--- src/verilog/gpr_defines.svh ---
/*
 register map, field positions, reset values for the gigabit role and indirect access registers.
 assumes a management frame engine outside presents decoded register reads and writes.
*/
// How it works
// [RULE1] three-bit test mode selects transmitter pattern
// [RULE2] manual enable picks programmed role, else auto
// [RULE3] manual value: 1 master, 0 slave
// [RULE4] port type bit, multi or single, resets 0
// [RULE5] gigabit full duplex advertise bit resets 1
// [RULE6] host writes half duplex advertise as 0
// [RULE7] role fault flag latches high until read
// [RULE8] resolution bit shows resolved master or slave
// [RULE9] local receiver ok status bit
// [RULE10] remote receiver ok status bit
// [RULE11] partner full and half duplex abilities
// [RULE12] idle error counter saturates, clears on read
// [RULE13] function field: address, data, increment modes
// [RULE14] five-bit target device number, resets zero
// [RULE15] function 00 writes set register address
// [RULE16] data functions move data at stored address
// [RULE17] extended status: gigabit full 1, half 0
// [RULE18] extended status: no 1000BASE-X abilities
// [RULE19] increment modes advance address after access
// [RULE20] host sets address then data function
// [RULE21] reserved bits read zero, ignore writes
`ifndef GPR_DEFINES_SVH
`define GPR_DEFINES_SVH
`define GPR_OFS_ROLE_CTL 5'h09
`define GPR_OFS_ROLE_STS 5'h0a
`define GPR_OFS_IND_CTL 5'h0d
`define GPR_OFS_IND_DATA 5'h0e
`define GPR_OFS_EXT_STS 5'h0f
`define GPR_CTL_WMASK 16'hff00
`define GPR_CTL_RESET 16'h0200
`define GPR_IND_WMASK 16'hc01f
`define GPR_EXT_VALUE 16'h2000
`define GPR_TM_HI 15
`define GPR_TM_LO 13
`define GPR_MAN_EN 12
`define GPR_MAN_VAL 11
`define GPR_PORT_TYPE 10
`define GPR_ADV_FULL 9
`define GPR_ADV_HALF 8
`define GPR_FN_HI 15
`define GPR_FN_LO 14
`define GPR_DEV_HI 4
`define GPR_ERR_MAX 8'hff
`endif

--- src/verilog/gpr_pkg.sv ---
/*
 types shared by the register bank modules.
 assumes nothing beyond a SystemVerilog compiler.
*/
package gpr_pkg;
   // indirect access function codes
   typedef enum logic [1:0] {
      GPR_FN_ADDR = 2'h0,
      GPR_FN_DATA = 2'h1,
      GPR_FN_INC_RW = 2'h2,
      GPR_FN_INC_WR = 2'h3
   } gpr_fn_t;
   // transmitter test modes; 5..7 reserved
   typedef enum logic [2:0] {
      GPR_TM_NORMAL = 3'h0,
      GPR_TM_WAVEFORM = 3'h1,
      GPR_TM_JIT_MASTER = 3'h2,
      GPR_TM_JIT_SLAVE = 3'h3,
      GPR_TM_DISTORT = 3'h4
   } gpr_test_t;
endpackage

--- src/verilog/gpr_regs.sv ---
/*
 top of the gigabit role, status, indirect access and extended status registers.
 assumes a management frame engine gives one-cycle regWr/regRd strobes with a 5-bit register
 index; read data is captured on the read strobe and shown on rdData the next cycle.
 device address and register address sent out with the write strobe describe the indirect write
 reaching the manageable device space; a read strobe under function 10 goes out with the next address.
*/
`timescale 1ns/10ps
`include "gpr_defines.svh"
module gpr_regs (
   input wire logic clk,
   input wire logic rst_b,
   input wire logic ce,
   input wire logic regWr,
   input wire logic regRd,
   input wire logic [4:0] regAddr,
   input wire logic [15:0] wrData,
   input wire logic roleFault,
   input wire logic resolvedMaster,
   input wire logic localRxOk,
   input wire logic remoteRxOk,
   input wire logic partnerFull,
   input wire logic partnerHalf,
   input wire logic idleError,
   input wire logic autoMaster,
   input wire logic [15:0] mmdRdData,
   output logic [15:0] rdData,
   output logic [2:0] testMode,
   output logic useMaster,
   output logic multiPort,
   output logic advFull,
   output logic advHalf,
   output logic [4:0] targetDeviceNumber,
   output logic [15:0] mmdAddress,
   output logic mmdWrite,
   output logic mmdRead,
   output logic [15:0] mmdWrData
);
   logic [15:0] roleCtl;
   logic faultLatch;
   logic [7:0] errCount;
   logic [15:0] indCtlValue;
   logic [15:0] indDataValue;
   logic [4:0] devNum;
   logic [15:0] regAddress;
   logic indWrite;
   logic indRead;
   logic [15:0] indWrData;

   // register selects
   wire logic selCtl = (regAddr == `GPR_OFS_ROLE_CTL);
   wire logic selSts = (regAddr == `GPR_OFS_ROLE_STS);
   wire logic selInd = (regAddr == `GPR_OFS_IND_CTL);
   wire logic selData = (regAddr == `GPR_OFS_IND_DATA);
   wire logic selExt = (regAddr == `GPR_OFS_EXT_STS);
   wire logic rdSts = regRd && selSts;

   // status word; the fault bit reads as latched or as a fault this very cycle
   wire logic [15:0] stsValue = {faultLatch | roleFault, resolvedMaster, localRxOk, remoteRxOk, // [RULE7] [RULE8] [RULE9] [RULE10]
                                 partnerFull, partnerHalf, 2'b00, errCount}; // [RULE11] [RULE21]

   // read mux; unmapped indices read zero
   wire logic [15:0] rdMux = selCtl ? roleCtl :
                             selSts ? stsValue :
                             selInd ? indCtlValue :
                             selData ? indDataValue :
                             selExt ? `GPR_EXT_VALUE : 16'h0000; // [RULE17] [RULE18]

   // only defined bits are writable, reserved bits stay zero
   wire logic [15:0] next_roleCtl = (regWr && selCtl) ? (wrData & `GPR_CTL_WMASK) : roleCtl; // [RULE21]

   // role choice: manual value only while manual enable is set
   wire logic next_useMaster = roleCtl[`GPR_MAN_EN] ? roleCtl[`GPR_MAN_VAL] : autoMaster; // [RULE2] [RULE3]

   // a new fault wins over the read that would clear it
   wire logic next_faultLatch = roleFault ? 1'b1 : (rdSts ? 1'b0 : faultLatch); // [RULE7]

   // control register and latched fault
   always_ff @(posedge clk or negedge rst_b) begin
      if (!rst_b) begin
         roleCtl <= `GPR_CTL_RESET;
         faultLatch <= 1'b0;
      end else if (ce) begin
         roleCtl <= next_roleCtl;
         faultLatch <= next_faultLatch;
      end
   end

   // registered outputs toward the transceiver core
   always_ff @(posedge clk or negedge rst_b) begin
      if (!rst_b) begin
         testMode <= gpr_pkg::GPR_TM_NORMAL;
         useMaster <= 1'b0;
         multiPort <= 1'b0;
         advFull <= 1'b1;
         advHalf <= 1'b0;
      end else if (ce) begin
         testMode <= roleCtl[`GPR_TM_HI:`GPR_TM_LO]; // [RULE1]
         useMaster <= next_useMaster;
         multiPort <= roleCtl[`GPR_PORT_TYPE]; // [RULE4]
         advFull <= roleCtl[`GPR_ADV_FULL]; // [RULE5]
         advHalf <= roleCtl[`GPR_ADV_HALF]; // passed through; host keeps it 0 [RULE6]
      end
   end

   // read data held until the next read
   always_ff @(posedge clk or negedge rst_b) begin
      if (!rst_b) rdData <= 16'h0000;
      else if (ce && regRd) rdData <= rdMux;
   end

   // indirect engine outputs retimed once more; the address is held while a write
   // strobe is out, since the engine has already stepped past it in increment modes
   always_ff @(posedge clk or negedge rst_b) begin
      if (!rst_b) begin
         targetDeviceNumber <= 5'h00;
         mmdAddress <= 16'h0000;
         mmdWrite <= 1'b0;
         mmdRead <= 1'b0;
         mmdWrData <= 16'h0000;
      end else if (ce) begin
         targetDeviceNumber <= devNum;
         if (!indWrite) mmdAddress <= regAddress; // [RULE16] [RULE19]
         mmdWrite <= indWrite;
         mmdRead <= indRead;
         mmdWrData <= indWrData;
      end
   end

   gpr_err_counter u_err (
      .clk(clk),
      .rst_b(rst_b),
      .ce(ce),
      .errPulse(idleError),
      .clearRd(rdSts), // [RULE12]
      .count(errCount)
   );

   gpr_indirect u_ind (
      .clk(clk),
      .rst_b(rst_b),
      .ce(ce),
      .ctlWr(regWr && selInd),
      .dataWr(regWr && selData),
      .dataRd(regRd && selData),
      .wrData(wrData),
      .mmdRdData(mmdRdData),
      .ctlValue(indCtlValue),
      .dataValue(indDataValue),
      .targetDeviceNumber(devNum),
      .regAddress(regAddress),
      .mmdWrite(indWrite),
      .mmdRead(indRead),
      .mmdWrData(indWrData)
   );
endmodule // gpr_regs

--- src/verilog/gpr_err_counter.sv ---
/*
 saturating eight-bit idle error counter, cleared by a read.
 assumes error pulses are synchronous to clk.
*/
`timescale 1ns/10ps
`include "gpr_defines.svh"
module gpr_err_counter (
   input wire logic clk,
   input wire logic rst_b,
   input wire logic ce,
   input wire logic errPulse,
   input wire logic clearRd,
   output logic [7:0] count
);
   wire logic atMax = (count == `GPR_ERR_MAX);
   // an error in the clearing cycle counts as one, so it is not lost
   wire logic [7:0] next_count = clearRd ? {7'h00, errPulse} :
                                 ((errPulse && !atMax) ? count + 8'h01 : count); // [RULE12]
   always_ff @(posedge clk or negedge rst_b) begin
      if (!rst_b) count <= 8'h00;
      else if (ce) count <= next_count;
   end
endmodule // gpr_err_counter

--- src/verilog/gpr_indirect.sv ---
/*
 indirect access engine: function/device control, stored register address, data path to the
 manageable device space. assumes the device space answers reads combinationally on mmdRdData.
*/
`timescale 1ns/10ps
`include "gpr_defines.svh"
module gpr_indirect (
   input wire logic clk,
   input wire logic rst_b,
   input wire logic ce,
   input wire logic ctlWr,
   input wire logic dataWr,
   input wire logic dataRd,
   input wire logic [15:0] wrData,
   input wire logic [15:0] mmdRdData,
   output logic [15:0] ctlValue,
   output logic [15:0] dataValue,
   output logic [4:0] targetDeviceNumber,
   output logic [15:0] regAddress,
   output logic mmdWrite,
   output logic mmdRead,
   output logic [15:0] mmdWrData
);
   gpr_pkg::gpr_fn_t fn;
   wire logic isAddr = (fn == gpr_pkg::GPR_FN_ADDR);
   // post increment after reads only in mode 10, after writes in 10 and 11
   wire logic incOnWr = dataWr && (fn == gpr_pkg::GPR_FN_INC_RW || fn == gpr_pkg::GPR_FN_INC_WR); // [RULE19]
   wire logic incOnRd = dataRd && (fn == gpr_pkg::GPR_FN_INC_RW); // [RULE19]
   wire logic [15:0] next_regAddress = (dataWr && isAddr) ? wrData : // [RULE15]
                                       ((incOnWr || incOnRd) ? regAddress + 16'h0001 : regAddress);
   assign ctlValue = {fn, 9'h000, targetDeviceNumber}; // [RULE21]
   // data reads show the device space at the stored address, or the stored address itself under function 00
   assign dataValue = isAddr ? regAddress : mmdRdData; // [RULE16]
   // control register, address, and one-cycle device strobes
   always_ff @(posedge clk or negedge rst_b) begin
      if (!rst_b) begin
         fn <= gpr_pkg::GPR_FN_ADDR;
         targetDeviceNumber <= 5'h00;
         regAddress <= 16'h0000;
         mmdWrite <= 1'b0;
         mmdRead <= 1'b0;
         mmdWrData <= 16'h0000;
      end else if (ce) begin
         if (ctlWr) begin
            fn <= gpr_pkg::gpr_fn_t'(wrData[`GPR_FN_HI:`GPR_FN_LO]); // [RULE13]
            targetDeviceNumber <= wrData[`GPR_DEV_HI:0]; // [RULE14]
         end
         regAddress <= next_regAddress;
         mmdWrite <= dataWr && !isAddr; // [RULE16]
         mmdRead <= dataRd && !isAddr;
         if (dataWr && !isAddr) mmdWrData <= wrData;
      end
   end
endmodule // gpr_indirect

--- config.mk ---
export PLATFORM = sky130hd
export DESIGN_NAME = gpr_regs
export DESIGN_NICKNAME = d
export VERILOG_FILES = /design/src/verilog/gpr_pkg.sv /design/src/verilog/gpr_regs.sv /design/src/verilog/gpr_err_counter.sv /design/src/verilog/gpr_indirect.sv
export VERILOG_INCLUDE_DIRS = /design/src /design/src/verilog
export SDC_FILE = /design/constraint.sdc
export NUM_CORES = 1
export LEC_CHECK = 0
export BUFFER_PORTS_ARGS = -buffer_cell sky130_fd_sc_hd__buf_2
export CELL_PAD_IN_SITES_DETAIL_PLACEMENT = 0
export CELL_PAD_IN_SITES_GLOBAL_PLACEMENT = 2
export CORE_MARGIN = 2
export CORE_UTILIZATION = 39
export CTS_BUF_LIST = sky130_fd_sc_hd__clkbuf_16
export CTS_CLUSTER_DIAMETER = 200
export DETAILED_ROUTE_END_ITERATION = 8
export PLACE_DENSITY = 0.95
export SLEW_MARGIN = 5
export SYNTH_ARGS = -nofsm -noshare
export SYNTH_HDL_FRONTEND = slang
export SYNTH_SLANG_ARGS = --single-unit
--- constraint.sdc ---
create_clock -name clk -period 4.7 [get_ports clk]
set_input_delay 0.47 -clock clk [delete_from_list [all_inputs] [get_ports clk]]
set_output_delay 0.47 -clock clk [all_outputs]
set_load 0.01 [all_outputs]
Word level (Yosys, flattened, before mapping):

Cells that the tools add are included.

* reduce and logical (&&, ||, !) cells: 27
* bitwise gates (word level): 2
* add/sub/neg operators: 2
* eq/ne operators: 8
* mux-type cells: 13

Operators by type and width (count)
* $mux W16: 7
* $eq A5 B4 Y1 const B: 5
* $add A16 B1 Y16 const B: 1
* $mux W8: 2
* $mux W14: 1
* $reduce_and A2 Y1: 7
* $logic_and A1 B1 Y1: 12
* $add A8 B1 Y8 const B: 1
* $eq A8 B8 Y1 const B: 1
* $reduce_bool A2 Y1: 3
* $eq A2 B2 Y1 const B: 2
* $mux W1: 3
* $logic_not A1 Y1: 2
* $logic_not A2 Y1: 1
* $logic_or A1 B1 Y1: 2
* $not A1 Y1: 1
* $or A1 B1 Y1: 1

* input bits: 50
* flip-flop bits (word level): 120
* output and inout bits: 62
* word-level logic and storage cells: 72

Longest topological paths before layout:

* word-level depth: 6
* gate-level depth with buffers: 8
* depth with buffers taken out: 5

Modules after synthesis:

From an unflattened synthesis, not the netlist that was laid out.

* cells, all modules: 519
* area total of the unflattened synthesis: 5973.2 um^2

Modules (own cells, without submodules)
* gpr_regs: area each 3194.3 um^2, cells each 254, times used 1
* gpr_indirect: area each 2282.2 um^2, cells each 215, times used 1
* gpr_err_counter: area each 496.7 um^2, cells each 50, times used 1

Least setup slack after synthesis:

OpenSTA, ideal clock, no wires.

* path type: input -> register
* from: in regAddr[1]
* to: reg u_ind.mmdWrData[6]
* stages: 8
* arrival: 1.881 ns
* slack: 2.691 ns
* buffers on the path: 4
* library setup time: 0.127 ns
* path through: buf_4 and2b_1 buf_4 nand3_4 or3_1 buf_2 buf_6 mux2_1

* longest elaborated chain between the ends: 4

Ends and longest elaborated chain
* start, declared: RTL line gpr_regs.sv:16 `input wire logic [4:0] regAddr,`
* $eq A5 B4 Y1 (no line)
* $logic_and A1 B1 Y1: RTL line gpr_regs.sv:144 `.dataWr(regWr && selData),`
* $logic_and A1 B1 Y1: RTL line gpr_indirect.sv:51 `if (dataWr && !isAddr) mmdWrData <= wrData;`
* $reduce_and A2 Y1 (no line)
* end signal, assigned: RTL line gpr_indirect.sv:51
* end, declared: RTL line gpr_indirect.sv:22 `output logic [15:0] mmdWrData`

Every way passes these cells.
A chain may end at the register's enable or synchronous reset.

Worst setup path after layout:

* from: reg u_ind.fn[1]
* to: reg u_ind.regAddress[5]

* longest elaborated chain between the ends: 6
* elaborated cells between the ends (all ways): 11
* those cells by class: eq/ne: 2; mux: 1; reduce/logical: 8

Ends and longest elaborated chain
* start, declared: RTL line gpr_indirect.sv:24 `gpr_pkg::gpr_fn_t fn;`
* start signal, assigned: RTL line gpr_indirect.sv:37 `fn <= gpr_pkg::GPR_FN_ADDR;`
* start signal, assigned: RTL line gpr_indirect.sv:45 `` fn <= gpr_pkg::gpr_fn_t'(wrData[`GPR_FN_HI:`GPR_FN_LO]); ``
* $eq A2 B2 Y1, on equally long branches: RTL line gpr_indirect.sv:27, gpr_indirect.sv:28
* $logic_or A1 B1 Y1: RTL line gpr_indirect.sv:27 `wire logic incOnWr = dataWr && (fn == gpr_pkg::GPR_FN_INC_RW || fn == gpr_pkg::GPR_FN_INC_WR);`
* $logic_and A1 B1 Y1: RTL line gpr_indirect.sv:27
* $logic_or A1 B1 Y1: RTL line gpr_indirect.sv:30 `((incOnWr || incOnRd) ? regAddress + 16'h0001 : regAddress);`
* $reduce_bool A2 Y1 (no line)
* $reduce_and A2 Y1 (no line)
* end signal, assigned: RTL line gpr_indirect.sv:48 `regAddress <= next_regAddress;`
* end, declared: RTL line gpr_indirect.sv:19 `output logic [15:0] regAddress,`

Several ways; a longest one is shown, not always the timed one.

==> out/metrics.yaml <==
synth:
  synthesis.area_um2: 5780
  synthArstFlopShare_pct: 100
  ys.flop_type: "dfrtp_1"
  synth_cell_types: 63
  ys_ff_latch: 120
  synth_edf_count: 0
  ys_seq_area_share_pct: 52.0
  synthCells: 503
  syn-num-nets: 555
  ys.warnings.count: 0
  synth.avg_cell_area_um2: 11.5
power_and_ir_drop:
  cellPowerDensity_nw_per_um2: 398
  switching_share_pct: 26.4
  combPwrFrac_pct: 12.8
  p_clk_share_pct: 43.4
  power.total_uw: 2780
  ir_worst_vdd_mv: 0.213
  seq_power_share_pct: 43.9
  p_sw_uw: 734
  power_leakage_uw: 0.00334
  p_int_uw: 2040
critical_path:
  cp_slowest_cell: "or4b_1"
  path_buf_inv: 0
  path_class: "reg -> reg"
  path_delay_family: "simple AND/OR/NAND/NOR gates"
  worstPathRequired_ns: 5.04
  cp-end-kind: "register"
  worstPathMaxFanout: 16
  crit_chain: "or4b_1 -> nor2_1 -> o211ai_1 -> a2bb2oi_1"
  critPathLaunchType: "register"
  critPathMaxStageDelay_ns: 0.82
  critical_path_arrival_ns: 2.80
die:
  initial_core_util_pct: 39.9
  die_area_um2: 15800
  num_rows: 44
  die_w_um: 126
  core_um2: 14500
  io-pin-count: 112
  die_h_um: 126
place:
  placed_area_um2: 6440
  io_buffers: 111
  gp_congestion: 0.920
  dp_hpwl_mm: 11.8
  dp.cells: 770
timing:
  fin_worst_skew_ns: 0.00563
  max_freq_mhz: 407
  drv_slew: 0
  hold_violations: 0
  rsz0062_at_grt: "false"
  tns_ns: 0
  fin_crit_ns: 2.46
  slew-limit-headroom_pct: 28.0
  fin_crit_sh_pct: 52.3
  setup_violations: 0
  worstMarginPinSlew_ns: 1.08
drt:
  totalWireLength_mm: 16.4
  wire_per_inst_um: 20.5
  vias: 4630
  drt_iter0_markers: 491
  route.detailed.drc: 0
  ant_nets: 0
  via_per_inst: 5.77
  firstDrtPassIters: 6
cells_and_area:
  regArea_um2: 3010
  final_area_um2: 6990
  stdcell_count: 802
  diodes: 0
  syn_to_final_growth_pct: 21.0
  nets: 657
  multi_input_area_um2: 2580
  drive_gt1_share_pct: 38.2
  fillers: 1320
clock_tree:
  clock_latency_ns: 0.42
  path_clk_slew_ns: 0.05
  cts_resized: 0
  cts_buffers: 17
  cts_root_buf: "clkbuf_16"
  cts_tree: "built"
  cts_sinks: 120
  ctsHoldBuffers: 0
  cts_max_level: 4
  post-cts-setup-buffers: 0
  clock_path_buffers: 2
min_path:
  hold_path_class: "in -> async"
global_routing:
  antenna_found_initial: 0
  grt_pass1_vias: 4551
  grt_max_degree: 84
  grt_util_all_layers_pct: 21.0
  grt_pass1_wl_mm: 25.6
  grt_overflow: 0
run_status:
  outcome: "complete, no violations"
job:
  max_cap_violations: 0
==> sequential cells by signal, summed over array words and instances (netlist names), 2 cells and up <==
register	flops
u_ind.targetDeviceNumber	5
u_ind.fn	2
u_ind.regAddress	16
testMode	3
rdData	16
mmdAddress	16
mmdWrData	16
targetDeviceNumber	5
u_err.count	8
u_ind.mmdWrData	16
roleCtl	8
==> path summary, 6_finish.rpt <==
path,from,end,slack (ns),depth (start not counted)
min in group clk,roleFault,faultLatch$_DFFE_PN0P_,0.29,3
min,rst_b,rdData[6]$_DFFE_PN0P_,0.23,1
max reg2reg,u_ind.fn[1]$_DFFE_PN0P_,u_ind.regAddress[5]$_DFFE_PN0P_,2.24,4
max in group asynchronous,rst_b,u_ind.regAddress[5]$_DFFE_PN0P_,3.33,2
min reg2reg,rdData[2]$_DFFE_PN0P_,rdData[2]$_DFFE_PN0P_,0.47,2
max,u_ind.fn[1]$_DFFE_PN0P_,u_ind.regAddress[5]$_DFFE_PN0P_,2.24,4
==> kinds of logic (layout without fill, tap and decap cells) <==
| kind of cell | Yosys count | in the layout | synth area share (%) |
|---|---|---|---|
| buffers and inverters | 43 | 158 | 3.34 |
| muxes | 88 | 88 | 17.0 |
| DFF | 120 | 120 | 52.0 |
| xor gates and xnor gates | 1 | 1 | 0.152 |
| adders and majority gates | 2 | 2 | 0.433 |
| AOI/OAI and AO/OA | 125 | 125 | 15.0 |
| and+or+nand+nor | 124 | 124 | 12.0 |
==> cell type report <==
class	count	share of cell area (%)
Tap cell	184	3.30
Inverter	11	0.591
Timing Repair Buffer	115	8.42
Sequential cell	120	43.0
Clock inverter	15	1.70
Clock buffer	17	6.09
Multi-Input combinational cell	340	36.9
==> worst reg2reg max path, delay by kind of cell (launching register included) <==
kind / cells / cell delay (ns)
and+or+nand+nor: 2 / 1.48
AOI/OAI and AO/OA: 2 / 0.39
DFF: 1 / 0.52
==> cells in the mapped netlist, drive strengths merged, types with 6 or more instances <==
library cell | count | area [um^2]
nand2 | 31 | 116
a2bb2oi | 7 | 61.3
dfrtp | 118 | 2950
and3 | 6 | 37.5
clkbuf | 23 | 86.3
buf | 9 | 65.1
nand3 | 13 | 82.6
nor3 | 9 | 50.1
mux2 | 81 | 912
a31oi | 12 | 75.1
a221oi | 8 | 70.1
o211ai | 6 | 45.0
nand4 | 8 | 50.1
o31ai | 6 | 45.0
nor2 | 23 | 86.3
a211oi | 10 | 85.1
o21ai | 33 | 165
inv | 11 | 41.3
mux2i | 7 | 70.1
a21oi | 9 | 45.0
==> layer usage <==
metal | GRT usage [%] | vias up | share of wire (%)
met5 | 0 | - | 0
met4 | 6.73 | 0 | 2.1
met3 | 6.24 | 40 | 7.8
met2 | 31.4 | 215 | 46
met1 | 29.5 | 2278 | 45
li1 | - | 2097 | -
==> cells in the final DEF (no fill, tap or decap), types with 6 or more instances in the layout <==
cell	instances
mux2i_1	7
dfrtp_1	118
o21ai_0	32
buf_2	110
a2bb2oi_1	7
and3_1	6
clkbuf_16	17
o31ai_1	6
nor3_1	8
nor2_1	23
nand4_1	8
a21oi_1	9
nand2_1	31
inv_1	13
a31oi_1	12
mux2_2	79
a221oi_1	8
nand3_1	11
a211oi_1	8
o211ai_1	6
==> stage by stage <==
| step | setup WS [ns] | hold slack [ns] | util (%) |
|---|---|---|---|
| finish | 2.24 | 0.234 | 48.3 |
| global route | 2.15 | 0.296 | 48.3 |
| CTS | 2.27 | 0.284 | 48.3 |
| detailed placement | 2.09 | 0.468 | 44.5 |
| global placement | 2.12 | 0.464 | 44.5 |
| floorplan | 2.69 | 0.174 | - |
==> power by group through the flow <==
stage               registers [uW]  clock network, uW  logic, uW
floorplan                     1220                  0        204
global placement              1230                  0        347
detailed placement            1230                  0        355
CTS                           1220               1220        357
global route                  1230               1280        389
finish                        1220               1200        355
Power figures use the tool's default switching activity.
